**config.mk**
```make
export PLATFORM = sky130hd
export DESIGN_NAME = cact_top
export DESIGN_NICKNAME = d
export VERILOG_FILES = /design/src/cact_pkg.sv /design/src/cact_top.sv
export SDC_FILE = /design/constraint.sdc
export NUM_CORES = 1
export LEC_CHECK = 0
export ABC_CLOCK_PERIOD_IN_PS = 2000
export BUFFER_PORTS_ARGS = -buffer_cell sky130_fd_sc_hd__buf_2
export CAP_MARGIN = 20
export CORE_MARGIN = 3
export CORE_UTILIZATION = 25
export CTS_CLUSTER_SIZE = 28
export DETAILED_ROUTE_END_ITERATION = 6
export MAX_ROUTING_LAYER = met4
export PLACE_DENSITY = 0.58
export SYNTH_ARGS = -nofsm -noshare
export SYNTH_HDL_FRONTEND = slang
export SYNTH_SLANG_ARGS = --single-unit
```
**constraint.sdc**
```tcl
create_clock -name clock_in -period 2 [get_ports clock_in]
set_clock_uncertainty 0.2 [all_clocks]
set_input_delay 0.4 -clock clock_in [delete_from_list [all_inputs] [get_ports clock_in]]
set_output_delay 0.4 -clock clock_in [all_outputs]
set_load 0.01 [all_outputs]
```
**src/cact_pkg.sv**
```systemverilog
// package for the counter array capture timer block
package cact_pkg;
  localparam logic [7:0] CACT_CLK_CTRL_ADDR = 8'h00_FC;
  localparam logic [7:0] CACT_CLK_CTRL_RESET = 8'h00_10;
  localparam int CACT_GATE_BIT = 4;
  localparam int CACT_EXP_MSB = 3;
  localparam int CACT_EXP_WIDTH = 4;
  localparam int CACT_CNT_WIDTH = 16;
  localparam logic [15:0] CACT_CNT_RESET = 16'h0000;

  typedef enum logic [1:0] {
    CACT_MODE_OFF = 2'b00,
    CACT_MODE_CAPTURE = 2'b01,
    CACT_MODE_TIMER = 2'b10,
    CACT_MODE_PWM = 2'b11
  } cact_mode_e;

  typedef enum logic [1:0] {
    CACT_EDGE_NONE = 2'b00,
    CACT_EDGE_RISE = 2'b01,
    CACT_EDGE_FALL = 2'b10,
    CACT_EDGE_ANY = 2'b11
  } cact_edge_e;

  typedef struct packed {
    logic [2:0] rsvd;
    logic gate;
    logic [3:0] exponent;
  } cact_clk_ctrl_s;

  // per-unit configuration from the cpu side
  typedef struct packed {
    cact_mode_e mode;
    cact_edge_e edge_sel;
    logic irq_en;
    logic [15:0] compare;
  } cact_unit_cfg_s;
endpackage : cact_pkg

```
**src/cact_top.sv**
```systemverilog
// counter array: prescaler, 16-bit counter and capture/compare units
`timescale 1ns/10ps
module cact_top
  import cact_pkg::*;
#(
  parameter int UNITS = 3
) (
  input wire logic clock_in,
  input wire logic rst_n_in,
  input wire logic [7:0] sfr_addr_in,
  input wire logic [7:0] sfr_wdata_in,
  input wire logic sfr_wr_in,
  output logic [7:0] sfr_rdata_out,
  input wire cact_unit_cfg_s [UNITS-1:0] unit_cfg_in,
  input wire logic [UNITS-1:0] unit_pin_in,
  input wire logic [UNITS-1:0] unit_irq_clear_in,
  output logic [UNITS-1:0][15:0] capture_compare_value_out,
  output logic [UNITS-1:0] unit_irq_out,
  output logic [15:0] counter_out,
  output logic array_tick_clock_out
);
  // the largest exponent needs one divider bit per halving, so 15 bits for a divide by 32768
  localparam int DIV_WIDTH = (1 << CACT_EXP_WIDTH) - 1;

  cact_clk_ctrl_s array_clock_control_reg;
  cact_clk_ctrl_s array_clock_control_next;
  logic [DIV_WIDTH-1:0] div_reg;
  logic [DIV_WIDTH-1:0] div_mask;
  logic tick;
  logic tick_seen_reg;
  logic [CACT_CNT_WIDTH-1:0] cnt_reg;

  always_comb begin
    array_clock_control_next = array_clock_control_reg;
    if (sfr_wr_in && sfr_addr_in == CACT_CLK_CTRL_ADDR) begin
      array_clock_control_next = cact_clk_ctrl_s'(sfr_wdata_in);
      // reserved bits are not stored, so they always read back as zero
      array_clock_control_next.rsvd = '0;
    end
  end

  always_ff @(posedge clock_in or negedge rst_n_in) begin
    if (!rst_n_in) begin
      array_clock_control_reg <= cact_clk_ctrl_s'(CACT_CLK_CTRL_RESET);
    end else begin
      array_clock_control_reg <= array_clock_control_next;
    end
  end

  always_comb begin
    sfr_rdata_out = 8'h00;
    if (sfr_addr_in == CACT_CLK_CTRL_ADDR) begin
      sfr_rdata_out = array_clock_control_reg;
    end
  end

  // mask of low bits that must be all ones for a tick: 2^exp - 1
  assign div_mask = ~({DIV_WIDTH{1'b1}} << array_clock_control_reg.exponent);
  assign tick = array_clock_control_reg.gate && ((div_reg & div_mask) == div_mask);

  always_ff @(posedge clock_in or negedge rst_n_in) begin
    if (!rst_n_in) begin
      div_reg <= '0;
    end else if (array_clock_control_reg.gate) begin
      div_reg <= div_reg + DIV_WIDTH'(1);
    end
  end

  always_ff @(posedge clock_in or negedge rst_n_in) begin
    if (!rst_n_in) begin
      cnt_reg <= CACT_CNT_RESET;
    end else if (tick) begin
      cnt_reg <= cnt_reg + 16'h0001;
    end
  end

  assign counter_out = cnt_reg;
  assign array_tick_clock_out = tick;

  // pins are asynchronous: two flops before any logic, third for edge history
  logic [UNITS-1:0] pin_s1_reg;
  logic [UNITS-1:0] pin_s2_reg;
  logic [UNITS-1:0] pin_s3_reg;

  always_ff @(posedge clock_in or negedge rst_n_in) begin
    if (!rst_n_in) begin
      pin_s1_reg <= '0;
      pin_s2_reg <= '0;
      pin_s3_reg <= '0;
    end else begin
      pin_s1_reg <= unit_pin_in;
      pin_s2_reg <= pin_s1_reg;
      pin_s3_reg <= pin_s2_reg;
    end
  end

  logic [UNITS-1:0] cap_event;
  logic [UNITS-1:0] match_event;

  genvar g;
  generate
    for (g = 0; g < UNITS; g++) begin : g_unit
      logic rise;
      logic fall;
      logic [15:0] val_reg;
      logic irq_reg;
      assign rise = pin_s2_reg[g] && !pin_s3_reg[g];
      assign fall = !pin_s2_reg[g] && pin_s3_reg[g];
      // each unit decodes its own mode field
      assign cap_event[g] = (unit_cfg_in[g].mode == CACT_MODE_CAPTURE) &&
        ((unit_cfg_in[g].edge_sel[0] && rise) || (unit_cfg_in[g].edge_sel[1] && fall));
      // compare only when the counter has just moved, so one match per value
      assign match_event[g] = (unit_cfg_in[g].mode == CACT_MODE_TIMER) &&
        (cnt_reg == unit_cfg_in[g].compare) && tick_seen_reg;

      always_ff @(posedge clock_in or negedge rst_n_in) begin
        if (!rst_n_in) begin
          val_reg <= CACT_CNT_RESET;
        end else if (cap_event[g]) begin
          val_reg <= cnt_reg;
        end else if (unit_cfg_in[g].mode == CACT_MODE_TIMER) begin
          val_reg <= unit_cfg_in[g].compare;
        end
      end

      // set wins over clear
      always_ff @(posedge clock_in or negedge rst_n_in) begin
        if (!rst_n_in) begin
          irq_reg <= 1'b0;
        end else if (unit_cfg_in[g].irq_en && (cap_event[g] || match_event[g])) begin
          irq_reg <= 1'b1;
        end else if (unit_irq_clear_in[g]) begin
          irq_reg <= 1'b0;
        end
      end

      assign capture_compare_value_out[g] = val_reg;
      assign unit_irq_out[g] = irq_reg;

    end
  endgenerate

  always_ff @(posedge clock_in or negedge rst_n_in) begin
    if (!rst_n_in) begin
      tick_seen_reg <= 1'b0;
    end else begin
      tick_seen_reg <= tick;
    end
  end
endmodule : cact_top

```
Yosys cells after proc, flatten, opt, wreduce, memory -nomap -nowiden --
Index checks and enable logic that the tools add are counted.
Cells by class: $add $sub $neg 2, reductions and logical operators 44, shift-type cells 1, bitwise logic cells 2, muxes and demuxes 13, eq/ne operators 11
Operator list (count):
- $mux 16 | 6
- $eq 16x16->1 | 3
- $logic_and 1x1->1 | 26
- $add 16x1->16 const B | 1
- $add 15x1->15 const B | 1
- $and 15x15->15 | 1
- $eq 15x15->1 | 1
- $not 15->15 | 1
- $shl 15x4->15 const A | 1
- $reduce_bool 2->1 | 6
- $eq 8x8->1 const B | 1
- $eq 2x1->1 const B | 3
- $eq 2x2->1 const B | 3
- $logic_not 1->1 | 6
- $logic_or 1x1->1 | 6
- $mux 1 | 6
- $mux 5 | 1
Word-level totals: logic and storage cells 87, input bits 88, output and inout port bits 76, flip-flop bits (word level) 97

Longest topological paths before layout --
word-level depth 8, mapped depth 7, mapped depth without buffers 6

Worst setup path before layout --
Ideal clock, no wire load.
path kind reg-to-output, start point register array_clock_control_reg[4] (netlist bit), end point output array_tick_clock_out, arrival time 1.498 ns, cell stages (with the launch flop) 6, data required time 1.400 ns, slack -0.098 ns, cell sequence dfstp_2 > clkbuf_1 > o2111ai_1 > nor4_4 > nand2_2 > inv_1
On the way: word-level cells in the longest chain between the ends 1
RTL lines:
- start, declared | line cact_top.sv:25 | cact_clk_ctrl_s array_clock_control_reg;
- start signal, assigned | line cact_top.sv:44 | array_clock_control_reg <= cact_clk_ctrl_s'(CACT_CLK_CTRL_RESET);
- start signal, assigned | line cact_top.sv:46 | array_clock_control_reg <= array_clock_control_next;
- $logic_and 1x1->1 | line cact_top.sv:59 | assign tick = array_clock_control_reg.gate && ((div_reg & div_mask) == div_mask);
- end, declared | line cact_top.sv:20 | output logic array_tick_clock_out
No other way between the ends.

Worst setup path in the final report --
start point register array_clock_control_reg[0] (netlist bit), end point output array_tick_clock_out
On the way: word-level cells in the longest chain between the ends 5
RTL lines:
- $shl 15x4->15 * | line cact_top.sv:58 | assign div_mask = ~({DIV_WIDTH{1'b1}} << array_clock_control_reg.exponent);
- $not 15->15 * | line cact_top.sv:58
- $and 15x15->15 | line cact_top.sv:59
- $eq 15x15->1 * | line cact_top.sv:59
- $logic_and 1x1->1 * | line cact_top.sv:59
Every way passes the cells marked *; elsewhere a longest branch is shown, timed or not.

==> results.txt <==
* Result of the run: finished, violations left
* Violated checks: negative setup slack
* Worst R2R Setup Slack: -0.16 ns
- The complex-gate fraction of the synthesized area was 0.104.
- Counting flops with a built-in enable in the synthesized netlist gives 0.
- The Yosys step of the flow raised 0 warnings.
- Weighted congestion at the end of routability-driven global placement: 0.837
- For this design the total switching power over the nets is 1.55 mW.
- Counting I/O delays and the setup requirement, the final critical path takes 2.45 ns.
- In the global route stage, overall resource usage came out at 0.151.
* Post-place setup slack: -0.0711 ns
- The core region is 19,100 sq um.
- Hold endpoint: g_unit[0].irq_reg$_DFFE_PN0P_
- The number of clock buffers added by TritonCTS is 9.
- The highest layer touched by signal routing is met4.
- In the post-route analysis, the smallest setup slack over all paths is -0.446 ns.
- Compared with the post-synthesis result, the final layout area differs by 36.1%.
* Kind of start point of the critical path: flip-flop
- In this run the most critical hold path is launched from unit_irq_clear_in[0].
- Detailed-route wire length: 16.0 mm
- Detailed-routing iteration count for the pre-antenna-repair pass: 4
- The die covers 21,600 sq um.
- Class of the tightest hold or removal check: in2reg
* TritonCTS clock tree: done
- Sequential fraction of design power: 0.457
- For the worst setup path, the data arrival time is roughly 1.9 ns.
* Clock-pin slew of the registers on the worst-case setup and hold paths: 0.07 ns
- Measured in cells, the most critical reg-to-reg path has a length of 7.
- Static power due to leakage: 3.31 nW
- After routing, the total negative slack on setup checks comes to -0.829 ns.
- Xor and xnor fraction of the mapped netlist area: 0.136
* Worst hold stages: 2
* Setup crit end kind: output port
- Worst reg2reg startpoint: array_clock_control_reg[0]$_DFFE_PN0P_
* Reported max-cap violation count: 0
- Dominant combinational cell family by area after synthesis: simple AND/OR/NAND/NOR gates
- Sorting the synthesized cells by area gives the leading types as dfrtp_1 48%, xnor2_1 13%, nand2_1 8.3%.
* Share of synthesized registers carrying an async set or reset: 1.00
* Count of unresolved DRC violations after routing: 0
- In this run the horizontal extent of the chip is 147 microns.
- After detailed routing, the wire length on met1 is 7.29 mm.
* Power per standard cell area: 749 nW/um^2
* Relative slew slack: 0.668
- Final number of max-transition violations: 0
* Via count of the first global-routing pass: 4,390
- Of the total synthesized cell area, the portion taken by AND, OR, NAND and NOR gates is 0.200.
* Initial standard-cell utilization of the core: 0.260
- RSZ-0062 raised after global routing: true
* Overall die height: 147 microns
* Dominant cell by count in the synthesized netlist: nand2_1
* Max FFs per register: 48
* I/O pins: 164
- The count of nets left with antenna violations once routing finished came out at 0.
- Buffers from clock root to sink, at most: 2
- In this run, the number of DRC markers left after iteration 0 of detailed routing was roughly 210.
- Of the synthesized area, sequential elements account for 0.488.
- The commonest cells after synthesis are 110 x nand2_1, 96 x dfrtp_1, 74 x xnor2_1.
- Once detailed placement completed, the half-perimeter wirelength came to approximately 12 mm.
* Number of rows created at floorplan: 50
- Gate count after technology mapping: 506
- The repair_antennas step left the layout with diodes totalling 0.
- Routed length per placed instance: 16.5 microns
* Slew at the pin with the worst max-slew slack: 0.497 ns
* Sum of overflow across all layers after global routing: 0
- Syn Area/Cell: just under 10 sq um
- Leaving out filler cells and counting taps, the final layout contains 970.
- In the detailed route, the total length drawn on met2 is 7.53 mm.
- Counting every sink on the clock net gives 97.
* Routed vias: about 4,400
* Cell-internal power: between 3 and 4 mW
- Max IR drop VDD: 428 uV
- First-pass GRT wire length: roughly 25 mm
* Number of endpoints with negative hold slack in the final report: 0
* Arithmetic-cell share of the synthesized area counting full adders, half adders and majority gates: 0.00503
* Synthesis-stage register bit count: 97
* Antenna violations before repair: 0
* Total of buffers placed on input and output ports: 157
- The worst setup path is of the reg2out kind.
- Of the total power, the clock network draws 0.327.
- Final setup fails: 14
* Switching Share: 0.306
- The most used flip-flop cell after synthesis is dfrtp_1.
- For the worst setup path, the data required time is 1.40 ns.
- Area share of the largest cell type after synthesis: 0.483
* Met3 Routed Length: ~1.1 mm
- Entering global routing, the biggest net connects 40 pins.
- Dividing the final minimum period by the clock period gives 1.22.
* Achievable frequency: roughly 410 MHz
* Distinct cells, synth: 42
- Largest fanout of any net on the critical path: 8
* Crit Reg-Reg Endpoint: counter_out[1]$_DFFE_PN0P_
- Measured against the total synthesized area, the mux share comes to 0.0166.
* H-tree depth reported by CTS: 3
- Yosys top cell by area: dfrtp_1
- Total standard cell area after synthesis: 4980 sq um
- Of the total power, combinational logic draws 0.217.
* Vias per inst: 4.51
- Including well taps, the total number of placed cells is 945.
* Proportion of layout cells with a drive suffix above 1: 0.372
- Total number of nets in the final design: between 700 and 800
- The cell sitting at the root of the clock tree is a clkbuf_16.
- Clock latency on the worst-skew pair: 0.35 ns
timing repair:
action / in CTS / in global routing
endpoints found under the setup margin: 7 / 20
hold endpoints to repair: 23 / 0
pin swaps: 0 / 3
buffers inserted: 1 / 5
hold buffers: 4 / 0
resized for setup: 5 / 4
routing by layer:
layer	global-route usage	vias up
li1	-	2115
met1	0.199	2096
met2	0.239	154
met3	0.0339	11
met4	0.0331	0
met5	-	-
per-stage QoR:
step | power, mW | util | instance area (sq um) | hold slack [ns]
after floorplan | 2.86 | - | 5000 | -0.0956
after global placement | 3.42 | 0.333 | 6380 | 0.132
after detailed placement | 3.44 | 0.334 | 6390 | 0.136
after CTS | 5.14 | 0.351 | 6720 | 0.0161
after global routing | 5.35 | 0.354 | 6770 | 0.0216
final | 5.07 | 0.354 | 6770 | 0.0307
how the worst max path moves through the flow:
stage | start | slack [ns] | to | cells past startpoint
global route | array_clock_control_reg[0]$_DFFE_PN0P_ | -0.51 | array_tick_clock_out | 6
CTS | array_clock_control_reg[3]$_DFFE_PN0P_ | -0.40 | array_tick_clock_out | 6
detailed placement | array_clock_control_reg[2]$_DFFE_PN0P_ | -0.07 | array_tick_clock_out | 6
global placement | array_clock_control_reg[2]$_DFFE_PN0P_ | -0.06 | array_tick_clock_out | 6
finish | array_clock_control_reg[0]$_DFFE_PN0P_ | -0.45 | array_tick_clock_out | 6
floorplan | array_clock_control_reg[2]$_DFFE_PN0P_ | -0.02 | array_tick_clock_out | 6
cell usage in the layout, fill, tap and decap left out, types with 2 or more instances in the layout:
cell type / synthesis / layout
a21oi_1: 6 / 6
a22oi_1: 48 / 48
a41oi_1: 3 / 3
and2_1: 6 / 6
and3_1: 10 / 10
and4_1: 4 / 4
buf_12: 0 / 3
buf_2: 9 / 156
buf_4: 6 / 62
buf_6: 3 / 2
clkbuf_16: 0 / 9
clkinvlp_4: 0 / 2
conb_1: 1 / 3
dfrtp_1: 96 / 90
dfrtp_2: 0 / 6
dlygate4sd3_1: 0 / 4
ha_1: 2 / 2
inv_1: 11 / 10
inv_6: 0 / 2
mux2_2: 6 / 6
nand2_1: 110 / 110
nand2b_1: 5 / 5
nand3_1: 16 / 16
nand3_2: 2 / 2
nand3b_1: 6 / 6
nand4_1: 15 / 15
nor2_1: 11 / 11
nor2b_1: 5 / 5
nor3_1: 4 / 4
nor3_2: 2 / 2
nor4_1: 4 / 3
o21bai_1: 2 / 2
o22ai_1: 3 / 3
xnor2_1: 74 / 74
xor2_1: 3 / 3
worst max-delay path, stage by stage (launching register included):
cell and delay, ns:
dfrtp_2 0.45, nor2b_1 0.14, o211a_1 0.25, nor4_4 0.34, nand2_2 0.10, inv_2 0.10, buf_6 0.11
layout make-up:
type	instances	area (sq um)
well taps	260	325
fillers	2023	12400
inverters	11	41.3
clock inverters	5	41.3
flip-flops and latches	97	2440
repair buffers	227	1370
multi-input cells	360	2330
clock buffers	10	229
cell families after synthesis:
logic type / count (synthesis)
multiplexers: 7
adder cells (fa/ha/maj): 2
AND/OR/NAND/NOR: 203
buffers and inverters: 51
other: 1
AO/OA/AOI/OAI: 68
flip-flops: 97
XOR/XNOR: 77
power groups by stage:
stage | Combinational, mW | Clock (mW) | Sequential (mW)
floorplan | 0.488 | 0 | 2.38
global route | 1.22 | 1.79 | 2.34
finish | 1.10 | 1.66 | 2.32
CTS | 1.10 | 1.72 | 2.32
global placement | 1.07 | 0 | 2.35
detailed placement | 1.09 | 0 | 2.35
No activity file was read; power rests on OpenSTA's default activity.
